<file path="src/fms_pkg.sv">
// Package for the fan-array Modbus request handler: constants, types.
// Assumes a 10 MHz pclk; all users reference items as fms_pkg::name.
// Operation
// - Answer local registers within 500 ms, fan-relayed within 1 s.
// - Fan-relayed registers are served in every operating mode.
// - In relay mode the local per-fan registers stop being refreshed.
// - Only function codes 03, 04, 05 and 16 are accepted.
// - More than 13 consecutive local registers gets an exception.
// - More than 9 consecutive fan-relayed registers gets an exception.
// - Each fan has one local register mirroring its displayed speed.
// - System totals are input registers at addresses 1 to 6.
// - Writing array speed setpoint broadcasts it to all fans.
// - Writing array RPM limit broadcasts it to all fans.
// - Pressure and volume target writes replace the loop setpoints.
// - Array control writes act only in control, constant or relay mode.
package fms_pkg;
    localparam int CLK_HZ            = 10_000_000;
    localparam int LOCAL_TMO_MS      = 500;
    localparam int FAN_TMO_MS        = 1000;
    localparam int LOCAL_TMO_CYC     = CLK_HZ / 1000 * LOCAL_TMO_MS;
    localparam int FAN_TMO_CYC       = CLK_HZ / 1000 * FAN_TMO_MS;
    localparam int MAX_LOCAL_REGS    = 13;
    localparam int MAX_FAN_REGS      = 9;
    localparam int NUM_FANS          = 16;

    localparam logic [7:0] FC_RD_HOLD   = 8'h03;
    localparam logic [7:0] FC_RD_INPUT  = 8'h04;
    localparam logic [7:0] FC_WR_SINGLE = 8'h05;
    localparam logic [7:0] FC_WR_MULTI  = 8'h10;

    localparam logic [7:0] EX_NONE      = 8'h00;
    localparam logic [7:0] EX_ILL_FUNC  = 8'h01;
    localparam logic [7:0] EX_ILL_ADDR  = 8'h02;
    localparam logic [7:0] EX_ILL_VALUE = 8'h03;
    localparam logic [7:0] EX_TIMEOUT   = 8'h0B;

    // Modbus register address map
    localparam logic [15:0] IR_SYS_FIRST   = 16'h0001;
    localparam logic [15:0] IR_SYS_LAST    = 16'h0006;
    localparam logic [15:0] FAN_WIN_FIRST  = 16'h0200;
    localparam logic [15:0] FAN_WIN_LAST   = 16'hC9FF;
    localparam logic [15:0] HR_ARRAY_SPEED = 16'h0000;
    localparam logic [15:0] HR_ARRAY_RPM   = 16'h0001;
    localparam logic [15:0] HR_TGT_PRESS   = 16'h0002;
    localparam logic [15:0] HR_TGT_VOLUME  = 16'h0003;
    localparam logic [15:0] HR_FAN_SPEED0  = 16'h0100;

    // APB byte offsets
    localparam logic [7:0] A_REQ_FUNC   = 8'h00;
    localparam logic [7:0] A_REQ_ADDR   = 8'h04;
    localparam logic [7:0] A_REQ_COUNT  = 8'h08;
    localparam logic [7:0] A_REQ_DATA   = 8'h0C;
    localparam logic [7:0] A_REQ_GO     = 8'h10;
    localparam logic [7:0] A_RSP_STATUS = 8'h14;
    localparam logic [7:0] A_RSP_DATA   = 8'h18;
    localparam logic [7:0] A_MODE       = 8'h1C;
    localparam logic [7:0] A_FAN_DATA   = 8'h20;
    localparam logic [7:0] A_SYS_BASE   = 8'h40;
    localparam logic [7:0] A_SETPOINTS  = 8'h60;

    localparam logic [2:0] MODE_RESET_VAL = 3'h0;

    typedef enum logic [2:0] {
        FMS_MODE_MONITOR_ONLY = 3'h0,
        FMS_MODE_MON_CTRL     = 3'h1,
        FMS_MODE_CONSTANT     = 3'h2,
        FMS_MODE_RELAY        = 3'h3,
        FMS_MODE_STANDALONE   = 3'h4
    } fms_mode_e;

    typedef enum logic [3:0] {
        FMS_ST_IDLE  = 4'b0001,
        FMS_ST_CHECK = 4'b0010,
        FMS_ST_FAN   = 4'b0100,
        FMS_ST_DONE  = 4'b1000
    } fms_state_e;

    typedef struct packed {
        logic [7:0]  func;
        logic [15:0] addr;
        logic [15:0] count;
        logic [15:0] data;
    } fms_req_s;

    typedef struct packed {
        logic        valid;
        logic        write;
        logic [15:0] addr;
        logic [15:0] data;
        logic        broadcast;
    } fms_fan_req_s;
endpackage

</file>
<file path="src/fms_top.sv">
// Modbus slave request handler for a fan-array controller.
// Assumes a frame decoder loads requests over APB and a fan-bus engine
// serves the fan port with a one-cycle done pulse.
`timescale 1ns/1ns
module fms_top (
    input  wire logic        pclk,
    input  wire logic        presetn,
    input  wire logic        psel,
    input  wire logic        penable,
    input  wire logic        pwrite,
    input  wire logic [7:0]  paddr,
    input  wire logic [31:0] pwdata,
    output logic             pready,
    output logic             pslverr,
    output logic [31:0]      prdata,
    output fms_pkg::fms_fan_req_s fan_req,
    input  wire logic        fan_done,
    input  wire logic [15:0] fan_rdata,
    output logic             rsp_valid
);
    localparam int SYS_N = 6;

    logic        wr_stb;
    logic        rd_stb;
    logic [7:0]  acc_addr;
    logic [31:0] acc_wdata;
    logic [31:0] rd_value;
    logic        rd_err;
    logic        tmo;
    logic        tmr_start;
    logic        tmr_stop;
    logic [23:0] tmr_limit;

    fms_pkg::fms_req_s     req_reg, req_next;
    fms_pkg::fms_state_e   st_reg, st_next;
    fms_pkg::fms_mode_e    mode_reg, mode_next;
    fms_pkg::fms_fan_req_s fan_reg, fan_next;
    logic [7:0]  exc_reg, exc_next;
    logic [15:0] rdat_reg, rdat_next;
    logic        rspv_reg, rspv_next;
    logic        busy_reg, busy_next;
    logic [15:0] speed_sp_reg, speed_sp_next;
    logic [15:0] rpm_lim_reg, rpm_lim_next;
    logic [15:0] press_sp_reg, press_sp_next;
    logic [15:0] vol_sp_reg, vol_sp_next;
    logic [15:0] fan_speed_reg [fms_pkg::NUM_FANS];
    logic [15:0] fan_speed_next [fms_pkg::NUM_FANS];
    logic [15:0] sys_reg [SYS_N];
    logic [15:0] sys_next [SYS_N];
    logic [3:0]  fan_idx;

    fms_apb_slave u_apb (
        .pclk      (pclk),
        .presetn   (presetn),
        .psel      (psel),
        .penable   (penable),
        .pwrite    (pwrite),
        .paddr     (paddr),
        .pwdata    (pwdata),
        .rd_value  (rd_value),
        .pready    (pready),
        .pslverr   (pslverr),
        .prdata    (prdata),
        .wr_stb    (wr_stb),
        .rd_stb    (rd_stb),
        .acc_addr  (acc_addr),
        .acc_wdata (acc_wdata),
        .rd_err    (rd_err)
    );

    fms_timer u_tmr (
        .pclk    (pclk),
        .presetn (presetn),
        .start   (tmr_start),
        .stop    (tmr_stop),
        .limit   (tmr_limit),
        .expire  (tmo)
    );

    function automatic logic is_fan_addr(input logic [15:0] a);
        return a >= fms_pkg::FAN_WIN_FIRST && a <= fms_pkg::FAN_WIN_LAST;
    endfunction

    function automatic logic func_ok(input logic [7:0] f);
        return f == fms_pkg::FC_RD_HOLD || f == fms_pkg::FC_RD_INPUT ||
               f == fms_pkg::FC_WR_SINGLE || f == fms_pkg::FC_WR_MULTI;
    endfunction

    function automatic logic ctrl_mode(input fms_pkg::fms_mode_e m);
        return m == fms_pkg::FMS_MODE_MON_CTRL ||
               m == fms_pkg::FMS_MODE_CONSTANT ||
               m == fms_pkg::FMS_MODE_RELAY;
    endfunction

    function automatic logic is_write(input logic [7:0] f);
        return f == fms_pkg::FC_WR_SINGLE || f == fms_pkg::FC_WR_MULTI;
    endfunction

    // Register read mux and unmapped-address error
    always_comb begin
        rd_value = 32'h0000_0000;
        rd_err   = 1'b0;
        unique case (acc_addr)
            fms_pkg::A_REQ_FUNC:   rd_value = {24'h00_0000, req_reg.func};
            fms_pkg::A_REQ_ADDR:   rd_value = {16'h0000, req_reg.addr};
            fms_pkg::A_REQ_COUNT:  rd_value = {16'h0000, req_reg.count};
            fms_pkg::A_REQ_DATA:   rd_value = {16'h0000, req_reg.data};
            fms_pkg::A_REQ_GO:     rd_value = 32'h0000_0000;
            fms_pkg::A_RSP_STATUS: rd_value = {22'h00_0000, busy_reg,
                                               rspv_reg, exc_reg};
            fms_pkg::A_RSP_DATA:   rd_value = {16'h0000, rdat_reg};
            fms_pkg::A_MODE:       rd_value = {29'h0000_0000, mode_reg};
            fms_pkg::A_SETPOINTS:  rd_value = {press_sp_reg, vol_sp_reg};
            fms_pkg::A_FAN_DATA:   rd_value = {speed_sp_reg, rpm_lim_reg};
            default: begin
                if (acc_addr >= fms_pkg::A_SYS_BASE &&
                    acc_addr < fms_pkg::A_SYS_BASE + 8'h18)
                    rd_value = {16'h0000,
                                sys_reg[3'((acc_addr - fms_pkg::A_SYS_BASE) >> 2)]};
                else
                    rd_err = 1'b1;
            end
        endcase
    end

    always_comb begin
        fan_idx = req_reg.addr[3:0];
    end

    // Request engine
    always_comb begin
        logic fan_cls;
        logic [15:0] lim;
        fan_cls        = is_fan_addr(req_reg.addr);
        lim            = 16'h0000;
        req_next       = req_reg;
        st_next        = st_reg;
        mode_next      = mode_reg;
        fan_next       = fan_reg;
        fan_next.valid = 1'b0;
        exc_next       = exc_reg;
        rdat_next      = rdat_reg;
        rspv_next      = 1'b0;
        busy_next      = busy_reg;
        speed_sp_next  = speed_sp_reg;
        rpm_lim_next   = rpm_lim_reg;
        press_sp_next  = press_sp_reg;
        vol_sp_next    = vol_sp_reg;
        fan_speed_next = fan_speed_reg;
        sys_next       = sys_reg;
        tmr_start      = 1'b0;
        tmr_stop       = 1'b0;
        tmr_limit      = 24'(fms_pkg::LOCAL_TMO_CYC);
        if (wr_stb && st_reg == fms_pkg::FMS_ST_IDLE) begin
            unique case (acc_addr)
                fms_pkg::A_REQ_FUNC:  req_next.func  = acc_wdata[7:0];
                fms_pkg::A_REQ_ADDR:  req_next.addr  = acc_wdata[15:0];
                fms_pkg::A_REQ_COUNT: req_next.count = acc_wdata[15:0];
                fms_pkg::A_REQ_DATA:  req_next.data  = acc_wdata[15:0];
                fms_pkg::A_MODE: mode_next = fms_pkg::fms_mode_e'(acc_wdata[2:0]);
                default: ;
            endcase
        end
        // Fan-side refresh of the per-fan speed mirrors is frozen in relay
        if (fan_done && !fan_reg.write && st_reg != fms_pkg::FMS_ST_FAN &&
            mode_reg != fms_pkg::FMS_MODE_RELAY) begin
            fan_speed_next[fan_idx] = fan_rdata;
        end
        unique case (st_reg)
            fms_pkg::FMS_ST_IDLE: begin
                if (wr_stb && acc_addr == fms_pkg::A_REQ_GO) begin
                    st_next   = fms_pkg::FMS_ST_CHECK;
                    busy_next = 1'b1;
                    tmr_start = 1'b1;
                    tmr_limit = is_fan_addr(req_reg.addr) ?
                                24'(fms_pkg::FAN_TMO_CYC) :
                                24'(fms_pkg::LOCAL_TMO_CYC);
                end
            end
            fms_pkg::FMS_ST_CHECK: begin
                lim = fan_cls ? 16'(fms_pkg::MAX_FAN_REGS) :
                                16'(fms_pkg::MAX_LOCAL_REGS);
                exc_next = fms_pkg::EX_NONE;
                st_next  = fms_pkg::FMS_ST_DONE;
                if (!func_ok(req_reg.func)) begin
                    exc_next = fms_pkg::EX_ILL_FUNC;
                end else if (req_reg.count == 16'h0000 ||
                             req_reg.count > lim) begin
                    exc_next = fms_pkg::EX_ILL_VALUE;
                end else if (fan_cls) begin
                    // Relayed access is never gated by mode
                    fan_next.valid     = 1'b1;
                    fan_next.write     = is_write(req_reg.func);
                    fan_next.addr      = req_reg.addr;
                    fan_next.data      = req_reg.data;
                    fan_next.broadcast = 1'b0;
                    st_next            = fms_pkg::FMS_ST_FAN;
                end else if (req_reg.func == fms_pkg::FC_RD_INPUT) begin
                    if (req_reg.addr >= fms_pkg::IR_SYS_FIRST &&
                        req_reg.addr <= fms_pkg::IR_SYS_LAST)
                        rdat_next = sys_reg[3'(req_reg.addr - 16'h0001)];
                    else
                        exc_next = fms_pkg::EX_ILL_ADDR;
                end else if (req_reg.func == fms_pkg::FC_RD_HOLD) begin
                    unique case (req_reg.addr)
                        fms_pkg::HR_ARRAY_SPEED: rdat_next = speed_sp_reg;
                        fms_pkg::HR_ARRAY_RPM:   rdat_next = rpm_lim_reg;
                        fms_pkg::HR_TGT_PRESS:   rdat_next = press_sp_reg;
                        fms_pkg::HR_TGT_VOLUME:  rdat_next = vol_sp_reg;
                        default: begin
                            if (req_reg.addr[15:4] == fms_pkg::HR_FAN_SPEED0[15:4])
                                rdat_next = fan_speed_reg[fan_idx];
                            else
                                exc_next = fms_pkg::EX_ILL_ADDR;
                        end
                    endcase
                end else if (!ctrl_mode(mode_reg)) begin
                    exc_next = fms_pkg::EX_ILL_VALUE;
                end else begin
                    unique case (req_reg.addr)
                        fms_pkg::HR_ARRAY_SPEED: begin
                            speed_sp_next      = req_reg.data;
                            fan_next.valid     = 1'b1;
                            fan_next.write     = 1'b1;
                            fan_next.addr      = req_reg.addr;
                            fan_next.data      = req_reg.data;
                            fan_next.broadcast = 1'b1;
                            st_next            = fms_pkg::FMS_ST_FAN;
                        end
                        fms_pkg::HR_ARRAY_RPM: begin
                            rpm_lim_next       = req_reg.data;
                            fan_next.valid     = 1'b1;
                            fan_next.write     = 1'b1;
                            fan_next.addr      = req_reg.addr;
                            fan_next.data      = req_reg.data;
                            fan_next.broadcast = 1'b1;
                            st_next            = fms_pkg::FMS_ST_FAN;
                        end
                        fms_pkg::HR_TGT_PRESS: press_sp_next = req_reg.data;
                        fms_pkg::HR_TGT_VOLUME: vol_sp_next = req_reg.data;
                        default: exc_next = fms_pkg::EX_ILL_ADDR;
                    endcase
                end
            end
            fms_pkg::FMS_ST_FAN: begin
                // The budget bounds a stuck fan bus
                if (fan_done) begin
                    if (!fan_reg.write)
                        rdat_next = fan_rdata;
                    st_next = fms_pkg::FMS_ST_DONE;
                end else if (tmo) begin
                    exc_next = fms_pkg::EX_TIMEOUT;
                    st_next  = fms_pkg::FMS_ST_DONE;
                end
            end
            fms_pkg::FMS_ST_DONE: begin
                rspv_next = 1'b1;
                busy_next = 1'b0;
                tmr_stop  = 1'b1;
                st_next   = fms_pkg::FMS_ST_IDLE;
            end
            default: st_next = fms_pkg::FMS_ST_IDLE;
        endcase
        // System totals are loaded by firmware over the bus, except in relay mode
        if (wr_stb && acc_addr >= fms_pkg::A_SYS_BASE &&
            acc_addr < fms_pkg::A_SYS_BASE + 8'h18 &&
            mode_reg != fms_pkg::FMS_MODE_RELAY)
            sys_next[3'((acc_addr - fms_pkg::A_SYS_BASE) >> 2)] = acc_wdata[15:0];
    end

    always_ff @(posedge pclk or negedge presetn) begin
        if (!presetn) begin
            req_reg      <= '0;
            st_reg       <= fms_pkg::FMS_ST_IDLE;
            mode_reg     <= fms_pkg::fms_mode_e'(fms_pkg::MODE_RESET_VAL);
            fan_reg      <= '0;
            exc_reg      <= fms_pkg::EX_NONE;
            rdat_reg     <= 16'h0000;
            rspv_reg     <= 1'b0;
            busy_reg     <= 1'b0;
            speed_sp_reg <= 16'h0000;
            rpm_lim_reg  <= 16'h0000;
            press_sp_reg <= 16'h0000;
            vol_sp_reg   <= 16'h0000;
            for (int i = 0; i < fms_pkg::NUM_FANS; i++)
                fan_speed_reg[i] <= 16'h0000;
            for (int i = 0; i < SYS_N; i++)
                sys_reg[i] <= 16'h0000;
        end else begin
            req_reg       <= req_next;
            st_reg        <= st_next;
            mode_reg      <= mode_next;
            fan_reg       <= fan_next;
            exc_reg       <= exc_next;
            rdat_reg      <= rdat_next;
            rspv_reg      <= rspv_next;
            busy_reg      <= busy_next;
            speed_sp_reg  <= speed_sp_next;
            rpm_lim_reg   <= rpm_lim_next;
            press_sp_reg  <= press_sp_next;
            vol_sp_reg    <= vol_sp_next;
            fan_speed_reg <= fan_speed_next;
            sys_reg       <= sys_next;
        end
    end

    assign fan_req   = fan_reg;
    assign rsp_valid = rspv_reg;
endmodule // fms_top

</file>
<file path="src/fms_apb_slave.sv">
// APB slave front end: decodes a transfer into one-cycle strobes.
// Assumes an APB master on pclk; answers with zero wait states.
`timescale 1ns/1ns
module fms_apb_slave (
    input  wire logic        pclk,
    input  wire logic        presetn,
    input  wire logic        psel,
    input  wire logic        penable,
    input  wire logic        pwrite,
    input  wire logic [7:0]  paddr,
    input  wire logic [31:0] pwdata,
    input  wire logic [31:0] rd_value,
    output logic             pready,
    output logic             pslverr,
    output logic [31:0]      prdata,
    output logic             wr_stb,
    output logic             rd_stb,
    output logic [7:0]       acc_addr,
    output logic [31:0]      acc_wdata,
    input  wire logic        rd_err
);
    logic access;

    always_comb begin
        access    = psel && penable;
        wr_stb    = access && pwrite;
        rd_stb    = access && !pwrite;
        acc_addr  = paddr;
        acc_wdata = pwdata;
        pready    = 1'b1;
        pslverr   = access && rd_err;
        prdata    = rd_stb ? rd_value : 32'h0000_0000;
    end
endmodule // fms_apb_slave

</file>
<file path="src/fms_timer.sv">
// Response budget timer; a pulse on expire when the budget runs out.
// Assumes start and stop arrive from logic on pclk.
`timescale 1ns/1ns
module fms_timer (
    input  wire logic        pclk,
    input  wire logic        presetn,
    input  wire logic        start,
    input  wire logic        stop,
    input  wire logic [23:0] limit,
    output logic             expire
);
    logic [23:0] cnt_reg;
    logic [23:0] cnt_next;
    logic        run_reg;
    logic        run_next;
    logic        exp_reg;
    logic        exp_next;

    always_comb begin
        cnt_next = cnt_reg;
        run_next = run_reg;
        exp_next = 1'b0;
        if (start) begin
            cnt_next = limit;
            run_next = 1'b1;
        end else if (stop) begin
            run_next = 1'b0;
        end else if (run_reg) begin
            if (cnt_reg <= 24'h00_0001) begin
                run_next = 1'b0;
                exp_next = 1'b1;
            end else begin
                cnt_next = cnt_reg - 24'h00_0001;
            end
        end
    end

    always_ff @(posedge pclk or negedge presetn) begin
        if (!presetn) begin
            cnt_reg <= 24'h00_0000;
            run_reg <= 1'b0;
            exp_reg <= 1'b0;
        end else begin
            cnt_reg <= cnt_next;
            run_reg <= run_next;
            exp_reg <= exp_next;
        end
    end

    assign expire = exp_reg;
endmodule // fms_timer

</file>
<file path="config.mk">
export PLATFORM = sky130hd
export DESIGN_NAME = fms_top
export DESIGN_NICKNAME = d
export VERILOG_FILES = /design/src/fms_pkg.sv /design/src/fms_top.sv /design/src/fms_apb_slave.sv /design/src/fms_timer.sv
export SDC_FILE = /design/constraint.sdc
export NUM_CORES = 1
export LEC_CHECK = 0
export BUFFER_PORTS_ARGS = -buffer_cell sky130_fd_sc_hd__buf_4
export CAP_MARGIN = 10
export CORE_MARGIN = 2
export CORE_UTILIZATION = 55
export CTS_BUF_LIST = sky130_fd_sc_hd__clkbuf_4
export CTS_CLUSTER_DIAMETER = 120
export CTS_CLUSTER_SIZE = 16
export DETAILED_ROUTE_END_ITERATION = 10
export HOLD_SLACK_MARGIN = 0.15
export PLACE_DENSITY_LB_ADDON = 0.25
export SLEW_MARGIN = 15
export SYNTH_ARGS = -nofsm -noshare
export SYNTH_HDL_FRONTEND = slang
export SYNTH_HIERARCHICAL = 1
export SYNTH_SLANG_ARGS = --single-unit
</file>
<file path="constraint.sdc">
create_clock -name pclk -period 8.8 [get_ports pclk]
set_clock_uncertainty 0.2 [all_clocks]
set_input_delay 0.88 -clock pclk [delete_from_list [all_inputs] [get_ports pclk]]
set_output_delay 0.88 -clock pclk [all_outputs]
set_load 0.1 [all_outputs]
</file>
==> metrics.txt <==
result of the run completed; yosys warns 6; Sinks on Clock Net 561; worst voltage drop across the vdd grid 0.000111 V; dpl hpwl 51300 um; hold depth 2; worst slack on hold paths 0.198 ns; TritonCTS clock tree built; ratio of routed vias to standard cells 6.61; cell breakdown of the critical path buf_4 -> nor3_1 -> and2_1 -> nand3_1 -> nor2_1 -> a22oi_1 -> nand3_1 -> and4b_1 -> buf_4; share of cells above drive strength 1 around two fifths; final critical path time including I/O delays and setup 5.31 ns; number of setup buffers added after CTS 0; max capacitance violation total 0; number of nets with antenna violations after detailed routing 0; final number of max-transition violations 0; starting DRC count in detailed routing 1932; type of destination of the critical path output pin; total detailed-routing wirelength roughly 77000 um; Final Total Pwr 4.25 mW; commonest non-fill, non-tap cell in the layout sky130_fd_sc_hd__dfrtp_1; maximum number of pins on one net before global-route repair 188; total iterations of the first detailed-routing run 7; Data arrival, critical path 4.23 ns; H-tree depth reported by CTS 2; Hold/Removal Path Class input pin to flip-flop; GRT overflow 0; vias in the first global route 18500; post-cts gate resize count 0; leakage component of the power roughly 14 nW; final weighted congestion of routability-driven global placement 0.933; Post-Syn Area 27900 sq um; wire length per cell 27.2 um; global-route wire length before repair 117000 um; commonest cells after routing, fill and taps aside 558 x sky130_fd_sc_hd__dfrtp_1, 500 x sky130_fd_sc_hd__mux2_2, 147 x sky130_fd_sc_hd__buf_4; overall global routing resource usage 29.3%; Req. time, crit path 7.72 ns; worst-skew pair later-pin latency 0.92 ns; transition time of the tightest slew-check pin between 1 and 1.5 ns; CP max FO 13; remaining design rule violation count 0; boundary pin count 132; Hold Vio Cnt, Final 0; setup_tns 0 ns; cell with the largest stage delay on the worst path sky130_fd_sc_hd__nor2_1; peak clock frequency supported by timing 188 MHz; net count reported at finish 2202; portion of the clock cycle consumed by the worst path in the final layout 60.4%; Worst Path Class, Setup input pin to output pin; horizontal die dimension approximately 230 um; number of buffers added to fix hold violations after cts 24; number of vias in the routed layout 18600; floorplan die height 229 um; initial antenna violation count 7; number of flip-flops under the largest register name 256; clock-pin slew on the worst setup and hold paths roughly 0.18 ns; Syn Inst Count 2084; mean cell area of the mapped netlist 13.4 sq um; worst r2r path cells 7; Std-Cell Rows just over 80; die area ~53000 sq um; Port Buffer Count 114; Max-slew headroom 22.4%; pwr dens 143 nW/um^2; buffer levels on the longest clock path 3; effective utilization at floorplan 55.7%; Area Growth Syn to Fin 6.68%; Clock Tree Root sky130_fd_sc_hd__clkbuf_4; number of clock buffers inserted by TritonCTS 41; final setup violation count 0; final core utilization 59.4%; Core ar. approximately 50000 sq um; RSZ-0062 raised after global routing no; Reg2Reg Setup Slack 4.20 ns; crit path launch type input pin; largest stage delay on the critical path approximately 0.90 ns
[report_power, final]
group,switching (mW),internal [mW],total (mW)
clock,0.824,0.268,1.09
sequential,0.0591,2.65,2.71
combinational,0.267,0.178,0.444
[worst max-delay path: cells and delay by family]
| kind | cells | cell delay, ns |
|---|---|---|
| compound gates | 1 | 0.38 |
| buf+inv | 2 | 0.40 |
| simple gates | 6 | 2.56 |
[per-stage QoR]
step                cell area, sq um  setup WS (ns)  std cells
global placement               29100           3.65       2737
floorplan                      28000           4.39       2094
CTS                            29800           3.59       2815
global route                   29800           3.46       2821
finish                         29800           3.49       2821
detailed placement             29100           3.59       2737
[area by class of cell]
cell class                 instances  area [sq um]
clock buffer                      50           375
tap                              672           841
multi-input combinational       1342         13100
antenna                            6          15.0
sequential                       561         14000
fill                            4013         20400
inverter                          12          45.0
timing repair buffer             174          1390
clock inverter                     4          38.8
[final timing paths]
path / start / end
setup / recovery: paddr[1] / prdata[4]
hold / removal: pwdata[5] / req_reg[53]
setup reg to reg: fan_idx[0] / rdat_reg[1]
hold reg to reg: fan_req[17] / fan_req[17]
max in group asynchronous: presetn / fan_speed_reg[178]
min in group asynchronous: presetn / fan_speed_reg[238]
[per-layer routing]
layer	part of all wire [%]	track usage (%)
met1	44	42.8
met2	45	43.6
met3	9.2	7.91
met4	2.5	7.28
met5	0	0
Power figures use the tool's default switching activity.
